[config.mk]
export PLATFORM = sky130hd
export DESIGN_NAME = smmd_decoder
export DESIGN_NICKNAME = d
export VERILOG_FILES = /design/src/core/smmd_pkg.sv /design/src/core/smmd_decoder.sv
export SDC_FILE = /design/constraint.sdc
export NUM_CORES = 1
export LEC_CHECK = 0
export BUFFER_PORTS_ARGS = -buffer_cell sky130_fd_sc_hd__buf_2
export CORE_ASPECT_RATIO = 1.25
export CORE_MARGIN = 5
export CORE_UTILIZATION = 45
export CTS_CLUSTER_DIAMETER = 80
export DETAILED_ROUTE_END_ITERATION = 6
export PLACE_DENSITY = 0.8
export SYNTH_ARGS = -nofsm -noshare
export SYNTH_HDL_FRONTEND = slang
export SYNTH_SLANG_ARGS = --single-unit
[constraint.sdc]
create_clock -name i_clk -period 2.1 [get_ports i_clk]
set_input_delay 0.21 -clock i_clk [delete_from_list [all_inputs] [get_ports i_clk]]
set_output_delay 0.21 -clock i_clk [all_outputs]
set_load 0.05 [all_outputs]
[src/core/smmd_pkg.sv]
// Package of constants and types for the subsystem memory map decoder.
package smmd_pkg;
    // Bus register byte offsets.
    localparam logic [7:0] SMMD_OFS_MODE = 8'h00;
    localparam logic [7:0] SMMD_OFS_GPIO = 8'h04;
    localparam logic [7:0] SMMD_OFS_PAGE = 8'h08;
    localparam logic [7:0] SMMD_OFS_STAT = 8'h0c;
    localparam logic [7:0] SMMD_OFS_BLKD = 8'h10;
    // Mode register fields.
    localparam int SMMD_BIT_PROGRAM_OVERLAY_ENABLE_EN = 0;
    localparam int SMMD_BIT_DRAM_EN = 1;
    localparam int SMMD_BIT_PMODE = 2;
    // General-purpose I/O register field holding the boot ROM enable.
    localparam int SMMD_BIT_ROM_EN = 7;
    // Status register fields.
    localparam int SMMD_STAT_TGT_LSB = 0;
    localparam int SMMD_STAT_STRAP = 4;
    localparam int SMMD_STAT_ROM = 5;
    // Memory geometry.
    localparam int SMMD_WORD_W = 16;
    localparam int SMMD_ADDR_W = 16;
    localparam int SMMD_PAGE_W = 7;
    localparam int SMMD_TADDR_W = 19;
    localparam int SMMD_HALF_MSB = 15;
    localparam int SMMD_BLK_LSB = 13;
    localparam int SMMD_ROM_AW = 11;
    localparam logic [6:0] SMMD_PAGE_FIRST_EXT = 7'h04;
    localparam logic [2:0] SMMD_BOOT_BLOCK = 3'h7;
    localparam logic [1:0] SMMD_BOOT_PAGE = 2'h0;
    localparam logic [3:0] SMMD_EXT_PAGE_BASE = 4'h4;
    // Reset values.
    localparam logic [6:0] SMMD_PAGE_RST = 7'h00;
    localparam logic [7:0] SMMD_CNT_RST = 8'h00;
    // AHB-Lite encodings.
    localparam logic [1:0] SMMD_HTRANS_NONSEQ = 2'h2;
    localparam logic [2:0] SMMD_HSIZE_WORD = 3'h2;

    typedef enum logic [2:0] {
        SMMD_TGT_LOCAL_DUAL,
        SMMD_TGT_LOCAL_SINGLE,
        SMMD_TGT_SHARED,
        SMMD_TGT_BOOT_ROM,
        SMMD_TGT_EXTERNAL
    } smmd_target_type;

    typedef enum logic [1:0] {
        SMMD_SPACE_PROGRAM,
        SMMD_SPACE_DATA,
        SMMD_SPACE_IO
    } smmd_space_type;
endpackage : smmd_pkg

[src/core/smmd_decoder.sv]
// Memory map decoder for one processor subsystem, with an AHB-Lite register slave.
//
// Notes on behaviour
// Local dual RAM: four 8K-word blocks, each takes two accesses per cycle.
// Local dual RAM is data space after reset; also program space under overlay.
// Local single RAM: four 8K-word blocks, one access per cycle, data only.
// Single RAM off after reset; mapped into upper data with data RAM enable.
// Shared program RAM: 128K words, sixteen 8K blocks, one fetch per cycle.
// CPU writes to shared RAM are blocked, accumulator writes too; DMA may write.
// Enabled 2K boot ROM replaces one 8K block of shared program memory.
// ROM enable is GPIO bit 7, loaded at reset from the ROM strap pin.
// Strap 0 fetches internal RAM; strap 1 uses ROM enable for ROM or not.
// Clearing ROM enable exposes the RAM block at 0E000h-0FFFFh.
// Program space is 512K words, paged by the page extension register.
// Eight 64K pages: pages 0-3 internal, 4-7 external.
// Page extension 8 to 127 aliases pages 4 to 7.
// Accumulator program read and write carry two extra page bits.
// Lower program half: external without overlay, local dual RAM with it.
// Upper program half: shared for pages 0-3 in mode 0, else external.
// External access starts only with strap high; internal decode in 8K blocks.
// I/O space is one 64K page, always routed external.
// Lower data half is dual RAM; upper is external or single RAM.
// With strap low, external writes dropped and external reads undefined.
// Each access selects exactly one target, decided from current inputs.
// Writes into the enabled boot ROM region are discarded.
`timescale 1ns/1ps
module smmd_decoder
#(
    parameter int ADDR_W = 16
)
(
    input wire logic i_clk,
    input wire logic i_srst,
    input wire logic i_rom_strap_pin,
    input wire logic i_external_interface_strap,
    input wire logic i_acc_valid,
    input wire smmd_pkg::smmd_space_type i_acc_space,
    input wire logic i_acc_write,
    input wire logic i_acc_dma,
    input wire logic i_acc_by_accumulator,
    input wire logic [1:0] i_acc_page_bits,
    input wire logic [ADDR_W-1:0] i_acc_addr,
    output logic o_tgt_valid,
    output smmd_pkg::smmd_target_type o_tgt_sel,
    output logic [smmd_pkg::SMMD_TADDR_W-1:0] o_tgt_addr,
    output logic [3:0] o_tgt_block,
    output logic o_tgt_write,
    output logic o_tgt_write_blocked,
    output logic o_ext_start,
    output logic o_ext_read_undefined,
    input wire logic i_hsel,
    input wire logic [31:0] i_haddr,
    input wire logic [1:0] i_htrans,
    input wire logic i_hwrite,
    input wire logic [2:0] i_hsize,
    input wire logic [31:0] i_hwdata,
    input wire logic i_hready,
    output logic o_hreadyout,
    output logic o_hresp,
    output logic [31:0] o_hrdata
);
    import smmd_pkg::*;

    // The decode slices below assume the 16-bit CPU word address.
    if (ADDR_W != SMMD_ADDR_W)
    begin : g_bad_addr_w
        $error("smmd_decoder: ADDR_W must equal the 16-bit CPU address width.");
    end

    typedef struct packed {
        logic program_overlay_enable_en;
        logic dram_en;
        logic pmode;
        logic rom_en;
        logic [SMMD_PAGE_W-1:0] page;
        logic [7:0] blocked_cnt;
        logic tgt_valid;
        smmd_target_type tgt_sel;
        logic [SMMD_TADDR_W-1:0] tgt_addr;
        logic [3:0] tgt_block;
        logic tgt_write;
        logic tgt_blocked;
        logic ext_start;
        logic ext_undef;
        logic ph_wr;
        logic ph_rd;
        logic [7:0] ph_addr;
        logic hreadyout;
        logic [31:0] hrdata;
    } smmd_state_type;

    smmd_state_type st_ff;
    smmd_state_type nxt_st;

    // Decode results, all combinational from the current request and mode bits.
    smmd_target_type dec_sel;
    logic [SMMD_TADDR_W-1:0] dec_addr;
    logic [3:0] dec_block;
    logic [SMMD_PAGE_W-1:0] eff_page;
    logic upper_half;
    logic page_internal;
    logic boot_region;
    logic rom_active;
    logic wr_blocked;
    logic ext_sel;
    logic addr_take;
    logic size_ok;
    logic [31:0] rd_word;

    always_comb
    begin
        // Accumulator accesses take the two low page bits from the accumulator.
        eff_page = st_ff.page;
        if (i_acc_by_accumulator)
        begin
            eff_page = {st_ff.page[SMMD_PAGE_W-1:2], i_acc_page_bits};
        end
        upper_half = i_acc_addr[SMMD_HALF_MSB];
        page_internal = (eff_page < SMMD_PAGE_FIRST_EXT);
        boot_region = upper_half && (i_acc_addr[SMMD_HALF_MSB:SMMD_BLK_LSB] == SMMD_BOOT_BLOCK)
            && (eff_page[1:0] == SMMD_BOOT_PAGE) && page_internal;
        // With the strap low the ROM is never mapped, so fetches stay in RAM.
        rom_active = st_ff.rom_en && i_external_interface_strap;
        dec_sel = SMMD_TGT_EXTERNAL;
        dec_addr = {eff_page[2:0], i_acc_addr};
        // Pages above 7 fold onto 4 to 7 on the external address.
        if (!page_internal)
        begin
            dec_addr = {SMMD_EXT_PAGE_BASE[2] | eff_page[2], eff_page[1:0], i_acc_addr};
        end
        case (i_acc_space)
            SMMD_SPACE_PROGRAM:
            begin
                if (!upper_half)
                begin
                    if (st_ff.program_overlay_enable_en)
                    begin
                        dec_sel = SMMD_TGT_LOCAL_DUAL;
                        dec_addr = {4'h0, i_acc_addr[SMMD_HALF_MSB-1:0]};
                    end
                end
                else if (!st_ff.pmode && page_internal)
                begin
                    if (boot_region && rom_active)
                    begin
                        dec_sel = SMMD_TGT_BOOT_ROM;
                        dec_addr = {8'h00, i_acc_addr[SMMD_ROM_AW-1:0]};
                    end
                    else
                    begin
                        // A cleared ROM enable hands the boot block back to RAM.
                        dec_sel = SMMD_TGT_SHARED;
                        dec_addr = {2'h0, eff_page[1:0], i_acc_addr[SMMD_HALF_MSB-1:0]};
                    end
                end
            end
            SMMD_SPACE_DATA:
            begin
                dec_addr = {3'h0, i_acc_addr};
                if (!upper_half)
                begin
                    dec_sel = SMMD_TGT_LOCAL_DUAL;
                    dec_addr = {4'h0, i_acc_addr[SMMD_HALF_MSB-1:0]};
                end
                else if (st_ff.dram_en)
                begin
                    dec_sel = SMMD_TGT_LOCAL_SINGLE;
                    dec_addr = {4'h0, i_acc_addr[SMMD_HALF_MSB-1:0]};
                end
            end
            default:
            begin
                dec_sel = SMMD_TGT_EXTERNAL;
                dec_addr = {3'h0, i_acc_addr};
            end
        endcase
        // Block index in 8K-word units; the local arrays use the low two bits.
        dec_block = dec_addr[SMMD_BLK_LSB+3:SMMD_BLK_LSB];
        ext_sel = (dec_sel == SMMD_TGT_EXTERNAL);
        wr_blocked = i_acc_write && (((dec_sel == SMMD_TGT_SHARED) && !i_acc_dma)
            || (dec_sel == SMMD_TGT_BOOT_ROM)
            || (ext_sel && !i_external_interface_strap));
    end

    // Only whole words are taken; other sizes complete with OKAY and change nothing.
    assign size_ok = (i_hsize == SMMD_HSIZE_WORD);
    assign addr_take = i_hsel && i_hready && (i_htrans == SMMD_HTRANS_NONSEQ) && size_ok;

    always_comb
    begin
        rd_word = 32'h0000_0000;
        case (st_ff.ph_addr)
            SMMD_OFS_MODE:
            begin
                rd_word[SMMD_BIT_PROGRAM_OVERLAY_ENABLE_EN] = st_ff.program_overlay_enable_en;
                rd_word[SMMD_BIT_DRAM_EN] = st_ff.dram_en;
                rd_word[SMMD_BIT_PMODE] = st_ff.pmode;
            end
            SMMD_OFS_GPIO:
            begin
                rd_word[SMMD_BIT_ROM_EN] = st_ff.rom_en;
            end
            SMMD_OFS_PAGE:
            begin
                rd_word[SMMD_PAGE_W-1:0] = st_ff.page;
            end
            SMMD_OFS_STAT:
            begin
                rd_word[SMMD_STAT_TGT_LSB+2:SMMD_STAT_TGT_LSB] = st_ff.tgt_sel;
                rd_word[SMMD_STAT_STRAP] = i_external_interface_strap;
                rd_word[SMMD_STAT_ROM] = rom_active;
            end
            SMMD_OFS_BLKD:
            begin
                rd_word[7:0] = st_ff.blocked_cnt;
            end
            default:
            begin
                rd_word = 32'h0000_0000;
            end
        endcase
    end

    always_comb
    begin
        nxt_st = st_ff;
        // Access path: one registered stage so every output leaves a flip-flop.
        nxt_st.tgt_valid = i_acc_valid;
        nxt_st.tgt_sel = dec_sel;
        nxt_st.tgt_addr = dec_addr;
        nxt_st.tgt_block = dec_block;
        nxt_st.tgt_write = i_acc_valid && i_acc_write && !wr_blocked;
        nxt_st.tgt_blocked = i_acc_valid && wr_blocked;
        nxt_st.ext_start = i_acc_valid && ext_sel && i_external_interface_strap;
        nxt_st.ext_undef = i_acc_valid && ext_sel && !i_acc_write
            && !i_external_interface_strap;
        if (i_acc_valid && wr_blocked)
        begin
            nxt_st.blocked_cnt = st_ff.blocked_cnt + 8'h01;
        end
        // Write data phase: zero wait states.
        nxt_st.ph_wr = 1'b0;
        if (st_ff.ph_wr)
        begin
            case (st_ff.ph_addr)
                SMMD_OFS_MODE:
                begin
                    nxt_st.program_overlay_enable_en = i_hwdata[SMMD_BIT_PROGRAM_OVERLAY_ENABLE_EN];
                    nxt_st.dram_en = i_hwdata[SMMD_BIT_DRAM_EN];
                    nxt_st.pmode = i_hwdata[SMMD_BIT_PMODE];
                end
                SMMD_OFS_GPIO:
                begin
                    nxt_st.rom_en = i_hwdata[SMMD_BIT_ROM_EN];
                end
                SMMD_OFS_PAGE:
                begin
                    nxt_st.page = i_hwdata[SMMD_PAGE_W-1:0];
                end
                SMMD_OFS_BLKD:
                begin
                    // A blocked write in the same cycle is counted after the clear, leaving 1.
                    nxt_st.blocked_cnt = (i_acc_valid && wr_blocked) ? 8'h01 : SMMD_CNT_RST;
                end
                default:
                begin
                    nxt_st.blocked_cnt = nxt_st.blocked_cnt;
                end
            endcase
        end
        // Read data phase: one wait cycle, so a write just before is seen.
        if (st_ff.ph_rd)
        begin
            nxt_st.hrdata = rd_word;
            nxt_st.hreadyout = 1'b1;
            nxt_st.ph_rd = 1'b0;
        end
        if (addr_take)
        begin
            nxt_st.ph_addr = i_haddr[7:0];
            nxt_st.ph_wr = i_hwrite;
            nxt_st.ph_rd = !i_hwrite;
            nxt_st.hreadyout = i_hwrite;
        end
        if (i_srst)
        begin
            nxt_st = '0;
            nxt_st.tgt_sel = SMMD_TGT_EXTERNAL;
            nxt_st.page = SMMD_PAGE_RST;
            nxt_st.blocked_cnt = SMMD_CNT_RST;
            nxt_st.hreadyout = 1'b1;
            nxt_st.rom_en = i_rom_strap_pin;
        end
    end

    always_ff @(posedge i_clk)
    begin
        st_ff <= nxt_st;
    end

    assign o_tgt_valid = st_ff.tgt_valid;
    assign o_tgt_sel = st_ff.tgt_sel;
    assign o_tgt_addr = st_ff.tgt_addr;
    assign o_tgt_block = st_ff.tgt_block;
    assign o_tgt_write = st_ff.tgt_write;
    assign o_tgt_write_blocked = st_ff.tgt_blocked;
    assign o_ext_start = st_ff.ext_start;
    assign o_ext_read_undefined = st_ff.ext_undef;
    assign o_hreadyout = st_ff.hreadyout;
    assign o_hresp = 1'b0;
    assign o_hrdata = st_ff.hrdata;

    a_dma_only_shared: assert property (@(posedge i_clk) disable iff (i_srst)
        (i_acc_valid && i_acc_write && !i_acc_dma && dec_sel == SMMD_TGT_SHARED)
        |=> (!o_tgt_write && o_tgt_write_blocked))
        else $error("CPU write reached shared RAM.");

    a_rom_write_drop: assert property (@(posedge i_clk) disable iff (i_srst)
        (i_acc_valid && i_acc_write && dec_sel == SMMD_TGT_BOOT_ROM) |=> !o_tgt_write)
        else $error("Write reached boot ROM.");

    a_ext_needs_strap: assert property (@(posedge i_clk) disable iff (i_srst)
        o_ext_start |-> ($past(i_external_interface_strap) && o_tgt_sel == SMMD_TGT_EXTERNAL))
        else $error("External access started without strap.");

    a_io_external: assert property (@(posedge i_clk) disable iff (i_srst)
        (i_acc_valid && i_acc_space == SMMD_SPACE_IO) |=> (o_tgt_sel == SMMD_TGT_EXTERNAL))
        else $error("I/O access not routed external.");

    a_data_low_dual: assert property (@(posedge i_clk) disable iff (i_srst)
        (i_acc_valid && i_acc_space == SMMD_SPACE_DATA && !i_acc_addr[SMMD_HALF_MSB])
        |=> (o_tgt_sel == SMMD_TGT_LOCAL_DUAL))
        else $error("Lower data access not in local dual RAM.");

    a_single_needs_en: assert property (@(posedge i_clk) disable iff (i_srst)
        (o_tgt_valid && o_tgt_sel == SMMD_TGT_LOCAL_SINGLE) |-> $past(st_ff.dram_en))
        else $error("Single RAM selected while disabled.");

    a_prog_low_ext: assert property (@(posedge i_clk) disable iff (i_srst)
        (i_acc_valid && i_acc_space == SMMD_SPACE_PROGRAM && !i_acc_addr[SMMD_HALF_MSB]
        && !st_ff.program_overlay_enable_en) |=> (o_tgt_sel == SMMD_TGT_EXTERNAL))
        else $error("Lower program access not external without overlay.");

    a_upper_prog_mode: assert property (@(posedge i_clk) disable iff (i_srst)
        (i_acc_valid && i_acc_space == SMMD_SPACE_PROGRAM && i_acc_addr[SMMD_HALF_MSB]
        && (st_ff.pmode || eff_page >= SMMD_PAGE_FIRST_EXT))
        |=> (o_tgt_sel == SMMD_TGT_EXTERNAL))
        else $error("Upper program access not external.");

    a_rom_needs_strap: assert property (@(posedge i_clk) disable iff (i_srst)
        (o_tgt_valid && o_tgt_sel == SMMD_TGT_BOOT_ROM)
        |-> ($past(i_external_interface_strap) && $past(st_ff.rom_en)))
        else $error("ROM selected without strap and enable.");

    a_rom_rst_load: assert property (@(posedge i_clk)
        $fell(i_srst) |-> (st_ff.rom_en == $past(i_rom_strap_pin)))
        else $error("ROM enable not loaded from strap at reset.");

    a_ext_undef_read: assert property (@(posedge i_clk) disable iff (i_srst)
        (i_acc_valid && !i_acc_write && dec_sel == SMMD_TGT_EXTERNAL
        && !i_external_interface_strap) |=> (o_ext_read_undefined && !o_ext_start))
        else $error("External read with strap low not flagged.");

    a_read_wait: assert property (@(posedge i_clk) disable iff (i_srst)
        (addr_take && !i_hwrite) |=> !o_hreadyout ##1 o_hreadyout)
        else $error("Register read wait state wrong.");

    a_prog_program_overlay_enable_dual: assert property (@(posedge i_clk) disable iff (i_srst)
        (i_acc_valid && i_acc_space == SMMD_SPACE_PROGRAM && !i_acc_addr[SMMD_HALF_MSB]
        && st_ff.program_overlay_enable_en) |=> (o_tgt_sel == SMMD_TGT_LOCAL_DUAL))
        else $error("Lower program access not in local dual RAM under overlay.");

    a_boot_blk_ram: assert property (@(posedge i_clk) disable iff (i_srst)
        (i_acc_valid && i_acc_space == SMMD_SPACE_PROGRAM && boot_region && !st_ff.pmode
        && !rom_active) |=> (o_tgt_sel == SMMD_TGT_SHARED))
        else $error("Boot block not returned to RAM with ROM disabled.");

endmodule : smmd_decoder

---- Word-level counts from Yosys, hierarchy flattened ----
Cells that the tools add are included.
cells by class
  add/sub/neg operators ................... 1
  $lt $le $gt $ge ......................... 1
  eq/ne operators ......................... 11
  multiplexer cells ....................... 30
  bitwise logic cells ..................... 1
  reduce and logical (&&, ||, !) cells .... 37
operator list
  cell                                                number
  two-way mux 90 bit                                  1
  two-way mux 19 bit                                  4
  two-way mux 16 bit                                  3
  case mux 19 bit (2 select lines)                    1
  two-way mux 33 bit                                  1
  logical AND 1 bit                                   19
  two-way mux 17 bit                                  1
  == test 8 x 4 -> 1 bit, second input constant       2
  two-way mux 8 bit                                   2
  two-way mux 3 bit                                   5
  case mux 3 bit (4 select lines)                     1
  two-way mux 11 bit                                  1
  == test 3 x 2 -> 1 bit, second input constant       3
  adder 8 x 1 -> 8 bit, second input constant         1
  == test 8 x 3 -> 1 bit, second input constant       1
  == test 8 x 5 -> 1 bit, second input constant       1
  zero test 8 bit                                     1
  < comparator 7 x 3 -> 1 bit, second input constant  1
  two-way mux 7 bit                                   1
  == test 3 bit, second input constant                2
  zero test 1 bit                                     6
  case mux 1 bit (2 select lines)                     3
  case mux 2 bit (3 select lines)                     1
  case mux 3 bit (2 select lines)                     1
  other kinds (10)                                    18
storage, ports and cells
  flip-flop bits (word level) ............. 69

---- Longest topological paths before layout ----
Gate-level depths: netlist of run 1.
  word-level depth ........................ 19
  mapped depth ............................ 7

---- Worst setup path before layout of run 1 ----
No wires, ideal clock.
  path kind ............................... reg-to-reg
  start ................................... reg st_ff[87] in the netlist's numbering
  end ..................................... reg st_ff[74] in the netlist's numbering
  library setup time ...................... 0.123 ns
  data arrival time ....................... 1.637 ns
  data required time ...................... 1.977 ns
  setup slack ............................. 0.339 ns
  cell stages (with the launch flop) ...... 7
  clock period less this slack ............ 1.761 ns
  path through ............................ dfxtp_1 > nor4_2 > nand2_1 > a211o_1 > buf_2 > a21oi_4 > mux2_1
between the ends
  word-level cells in the longest chain between the ends .. 16
  elaborated cells between the ends (all ways) .. 21
ends and longest elaborated chain
  element                                                        line                                      RTL
  start, declared                                                smmd_decoder.sv:92                        smmd_state_type st_ff;
  start signal, assigned                                         smmd_decoder.sv:298                       st_ff <= nxt_st;
  < comparator 7 x 3 -> 1 bit *                                  smmd_decoder.sv:119                       page_internal = (eff_page < SMMD_PAGE_FIRST_EXT);
  logical AND 1 bit                                              smmd_decoder.sv:121                       && (eff_page[1:0] == SMMD_BOOT_PAGE) && page_internal;
  logical AND 1 bit                                              smmd_decoder.sv:144                       if (boot_region && rom_active)
  two-way mux 1 bit                                              smmd_decoder.sv:144
  two-way mux 3 bit *                                            smmd_decoder.sv:142                       else if (!st_ff.pmode && page_internal)
  two-way mux 3 bit *                                            smmd_decoder.sv:134                       if (!upper_half)
  case mux 3 bit (2 select lines) *                              smmd_decoder.sv:131                       case (i_acc_space)
  == test 3 x 2 -> 1 bit                                         smmd_decoder.sv:180                       wr_blocked = i_acc_write && (((dec_sel == SMMD_TGT_SHARED) && !i_acc_dma)
  logical AND 1 bit                                              smmd_decoder.sv:180
  logical OR 1 bit                                               smmd_decoder.sv:181                       || (dec_sel == SMMD_TGT_BOOT_ROM)
  logical OR 1 bit *                                             smmd_decoder.sv:182                       || (ext_sel && !i_external_interface_strap));
  logical AND 1 bit *                                            smmd_decoder.sv:180
  logical AND 1 bit *                                            smmd_decoder.sv:237, smmd_decoder.sv:263
  two-way mux 8 bit / two-way mux 1 bit (equally long branches)  smmd_decoder.sv:237, smmd_decoder.sv:263
  two-way mux 8 bit                                              smmd_decoder.sv:245                       case (st_ff.ph_addr)
  two-way mux 16 bit *                                           smmd_decoder.sv:243                       if (st_ff.ph_wr)
Every way passes the cells marked *; elsewhere a longest branch is shown, timed or not. The select of a mux whose other input is x is not followed.
A chain may end at the register's enable or synchronous reset.

---- Worst setup path after layout of run 1 ----
  start ................................... reg st_ff[84] in the netlist's numbering
  end ..................................... reg st_ff[74] in the netlist's numbering
The elaborated chain is that of the path after synthesis.

==> results_dict.tcl, run 1 <==
set metrics [dict create \
    crit_path_end_kind "register" \
    dp_slack_ps 216 \
    hold_viol_final 0 \
    area_growth_pct 14.2 \
    status "completed" \
    synth_cells 351 \
    ant_nets 0 \
    ir_drop_mv 0.456 \
    layout_setup_ws_ps 199 \
    cts_buffers 9 \
    syn_area_per_cell_um2 9.03 \
    layout-drive-gt1-share 0.297 \
    synth_top_family_by_area "simple AND/OR/NAND/NOR gates" \
    worst_pin_slew_ps 668 \
    drt_iter0_markers 158 \
    rr_worst_depth 5 \
    row_count 34 \
    fin_crit_sh 0.905 \
    setup_viol 0 \
    place.gp.congestion 0.857 \
    clk_path_buf_depth 2 \
    finish.instance_area_um2 3620 \
    worstSetupPathType "reg2reg" \
    start_kind "register" \
    yosysSeqAreaShare 0.414 \
    synthSimpleGateAreaFrac 0.225 \
    clk_pin_slew_worst_paths_ps 70 \
    synth-seq-cells 65 \
    rr_endpoint "st_ff[74]" \
    routedWlPerCell_um 13.7 \
    synth_compound_area_frac 0.0920 \
    critPathMaxFanout 5 \
    antenna_found_initial 0 \
    slew-limit-headroom 0.555 \
    synth.most_common_cell "dfxtp_1" \
    slowest_delay_ps 410 \
    via_per_inst 4.85 \
    place_area_um2 3400 \
    synth-edff-count 1 \
    hold_buffers 0 \
    leakagePower_nw 1.61 \
    endpoint "st_ff[74]" \
    synth_adder_area_share 0.00395 \
    cp_cell_sequence "nor4_2, nand2_1, a211o_1, a21oi_4, mux2_1" \
    yosysTopAreaCell "dfxtp_1" \
    cts_sinks 65 \
    fmax_mhz 526 \
    cts_tree "done" \
    io_buffers 91 \
    r2r_slack_ps 200 \
    die-area_um2 8830 \
    power.density_nw_per_um2 776 \
    synth_flop_cell "dfxtp_1" \
    final.setup.tns_ps 0 \
    grt_pass1_vias 2505 \
    synthMuxAreaShare 0.0983 \
    cpMaxStageDelayCell "nor4_2" \
    final_nets 513 \
    synth.top_cell.area_share 0.404 \
    wl_um 6940 \
    synth_xor_area_frac 0 \
    core-area_um2 6930 \
    cp.arrival_ps 2120 \
    post-route-min-period_ps 1900 \
    drc_errors 0 \
    ctsResizeCount 0 \
    fin_hold_ws_ps 67.4 \
    rsz0062_at_grt "no" \
    ctsHtreeMaxLevel 3 \
    dpl.hpwl_um 5420 \
    synth_area_leaders "dfxtp_1, buf_4, mux2i_1" \
    initial_core_util 0.457 \
    grt_max_degree 36 \
    num_vias 2461 \
    n_antenna_cell 0 \
    cts_root_buf "clkbuf_8" \
    yosys_warnings 0 \
    io_pins 165 \
    insertion_delay_ps 340 \
    grt_usage 0.159 \
    slew_viol_final 0 \
    skew_ps 10.0 \
    die_w_um 85.1 \
    synth_commonest_cells "dfxtp_1, buf_4, mux2i_1" \
    hold_class "in2reg" \
    post_synth_num_cell_types 49 \
    worstPathRequired_ps 2320 \
    grt-ovfl-total 0 \
    post-cts-setup-buffers 0 \
    synthesis.area_um2 3170 \
    drt_first_pass_iters 4 \
    maxCapViolations 0 \
    die_h_um 104 \
    critPathLaunch "st_ff[84]" \
    r2r-start "st_ff[84]" \
    synthArstFlopShare 0 \
    grt_pass1_wl_um 11300 \
]
-- how the worst min path moves through the flow --
stage / from / to / slack, ps / depth (start not counted)
3_5_place_dp: i_hwrite / st_ff[41] / 420 / 2
6_report: i_hwrite / st_ff[41] / 70 / 2
4_1_cts: i_hwrite / st_ff[41] / 50 / 2
2_1_floorplan: i_hwrite / st_ff[41] / 290 / 1
3_3_place_gp: i_hwrite / st_ff[41] / 410 / 2
5_1_grt: i_hwrite / st_ff[41] / 50 / 2
-- through the flow --
step / total power (W) / cells / utilization
after global routing: 0.00293 / 507 / 0.522
after global placement: 0.00166 / 491 / 0.490
after floorplan: 0.00163 / 375 / -
after CTS: 0.00284 / 507 / 0.522
final: 0.00281 / 507 / 0.522
after detailed placement: 0.00166 / 491 / 0.490
-- layout by cell type (no fill, tap or decap), types with 2 or more instances in the layout --
cell type,instances
inv_6,2
a21oi_1,16
dfxtp_1,64
a22oi_1,2
buf_4,7
nor2b_1,17
nor4_1,2
and4_1,2
bufinv_16,2
o21ai_0,9
and2_1,6
and3_1,4
mux2i_1,30
nor3_1,9
nand2_1,24
nand2b_1,11
nor3b_1,5
inv_1,4
a22o_1,5
or3_1,2
clkbuf_8,9
nand4_1,3
nand3b_1,2
clkinv_4,2
nand3_1,8
conb_1,25
buf_2,91
nor2_1,29
-- final cells by class --
cell class              instances  area (µm²)
clock buffers                   9         124
clock inverters                 7         100
fillers                       685        3310
inverters                       4        15.0
multi-input cells             233        1430
flip-flops and latches         65        1310
well taps                      90         113
repair buffers                 99         528
-- worst max-delay path: cells and delay by family, from the launching register on --
kind,cells,cell delay (ps)
mux,1,320
compound gates,2,550
flops,1,360
simple gates,2,550
-- flip-flops by register name (all words and copies together), names as in the netlist --
signal                count
o_hrdata                  8
o_tgt_valid               1
o_tgt_write_blocked       1
o_tgt_sel                 3
o_ext_read_undefined      1
o_hreadyout               1
o_tgt_addr               19
o_ext_start               1
o_tgt_write               1
st_ff                    29
-- cell families after synthesis --
group	count (synthesis)
flops	65
simple gates	132
fa+ha+maj	1
mux	31
other cells	1
compound gates	44
buf+inv	77
-- power breakdown --
part / total, W / switching [W] / internal (W)
logic: 0.000364 / 0.000276 / 0.0000884
clock network: 0.00117 / 0.000495 / 0.000678
registers: 0.00127 / 0.00000996 / 0.00126
-- per-layer routing --
layer  routed length [µm]  up-vias  track usage
li1                     -     1230            -
met1                 2600     1136        0.171
met2                 3730       83        0.283
met3                  475       12       0.0500
met4                  130        0       0.0679
met5                    0        -            0
No activity file was read; power rests on OpenSTA's default activity.
==> inputs of run 2 (changes only) <==
- ABC_CLOCK_PERIOD_IN_PS: unset -> 2100
- CORE_ASPECT_RATIO: 1.25 -> unset
==> results_dict.tcl, run 2 (same netlist as run 1, synthesis figures left out) <==
set metrics [dict create \
    insertion_delay_ps 340 \
    critPathMaxFanout 7 \
    final_util 0.536 \
    mostFrequentLayoutCells "buf_2, dfxtp_1, mux2i_1, nor2_1, conb_1" \
    ir_drop_mv 0.497 \
    fin_crit_sh 0.888 \
    hold_class "in2reg" \
    wl_um 7000 \
    final_nets 517 \
    leakagePower_nw 1.64 \
    maxCapViolations 0 \
    fin_hold_ws_ps 49.2 \
    place.gp.congestion 0.862 \
    cts_tree "done" \
    ant_nets 0 \
    final_common_cell "buf_2" \
    die_h_um 93.9 \
    cts_buffers 9 \
    largest_reg_flops 29 \
    grt_pass1_wl_um 10900 \
    ctsHtreeMaxLevel 3 \
    skew_ps 11.3 \
    post-cts-setup-buffers 0 \
    power.density_nw_per_um2 804 \
    hold_buffers 0 \
    critPathLaunch "st_ff[34]" \
    grt_usage 0.156 \
    r2r-start "st_ff[34]" \
    row_count 30 \
    start_kind "register" \
    routedWlPerCell_um 13.5 \
    status "completed" \
    clk_pin_slew_worst_paths_ps 70 \
    num_vias 2491 \
    ctsResizeCount 0 \
    grt-ovfl-total 0 \
    layout-drive-gt1-share 0.302 \
    final.setup.tns_ps 0 \
    layout.cells.non_filler 517 \
    drc_errors 0 \
    initial_core_util 0.464 \
    worstSetupPathType "reg2reg" \
    die-area_um2 8820 \
    clk_path_buf_depth 2 \
    slew_viol_final 0 \
    cts_root_buf "clkbuf_8" \
    drt_iter0_markers 146 \
    n_antenna_cell 0 \
    worstHoldStart "i_hwrite" \
    core-area_um2 6830 \
    rsz0062_at_grt "no" \
    cts_sinks 65 \
    crit_path_end_kind "register" \
    post-route-min-period_ps 1860 \
    hold_viol_final 0 \
    io_pins 165 \
    drt_first_pass_iters 4 \
    setup_viol 0 \
    worstPathRequired_ps 2320 \
    area_growth_pct 15.6 \
    fillCellCount 642 \
    io_buffers 91 \
    antenna_found_initial 0 \
    place_inst 501 \
    fmax_mhz 536 \
    grt_pass1_vias 2370 \
    dpl.hpwl_um 5380 \
    regMostFlops "st_ff" \
    via_per_inst 4.82 \
    die_w_um 93.9 \
    grt_max_degree 23 \
    cp.arrival_ps 2080 \
]
[run 2: cell type report]
type,instances,area (µm²),share of cell area
multi-input cells,233,1420,0.389
flip-flops and latches,65,1310,0.358
repair buffers,103,546,0.149
clock inverters,7,125,0.0341
clock buffers,9,124,0.0338
well taps,96,120,0.0328
inverters,4,15.0,0.00410
[run 2: final timing paths]
check | endpoint | slack, ps | depth (start not counted)
hold reg to reg | o_hrdata[3] | 480 | 2
hold / removal | st_ff[41] | 50 | 2
setup reg to reg | st_ff[85] | 240 | 6
setup / recovery | st_ff[85] | 240 | 6
[run 2: power breakdown]
group          internal, W  switching (W)  total [W]  leakage, nW
clock network     0.000800       0.000511    0.00131        0.124
logic            0.0000907       0.000274   0.000365        0.981
registers          0.00126      0.0000106    0.00127        0.531
total              0.00215       0.000796    0.00295         1.64
[run 2: critical path: stages (launching register included)]
cell and delay, ps:
dfxtp_1 320, or4_4 550, nor3_4 250, and3_1 200, buf_4 170, mux2i_1 200
nor2_1 50
[run 2: metal layers]
layer	vias to the layer above	wire length, µm	part of all wire	track usage
met3	5	644	0.092	0.0577
met4	0	40	0.0057	0.0542
met5	-	0	0	0
met2	102	3330	0.48	0.256
met1	1141	2980	0.43	0.188
li1	1243	-	-	-
[run 2: per-stage QoR]
step / worst slack, ps / area, µm² / power, W
detailed placement: 254 / 3420 / 0.00166
global route: 104 / 3660 / 0.00305
CTS: 223 / 3660 / 0.00297
floorplan: 339 / 3260 / 0.00163
global placement: 284 / 3420 / 0.00166
finish: 236 / 3660 / 0.00295
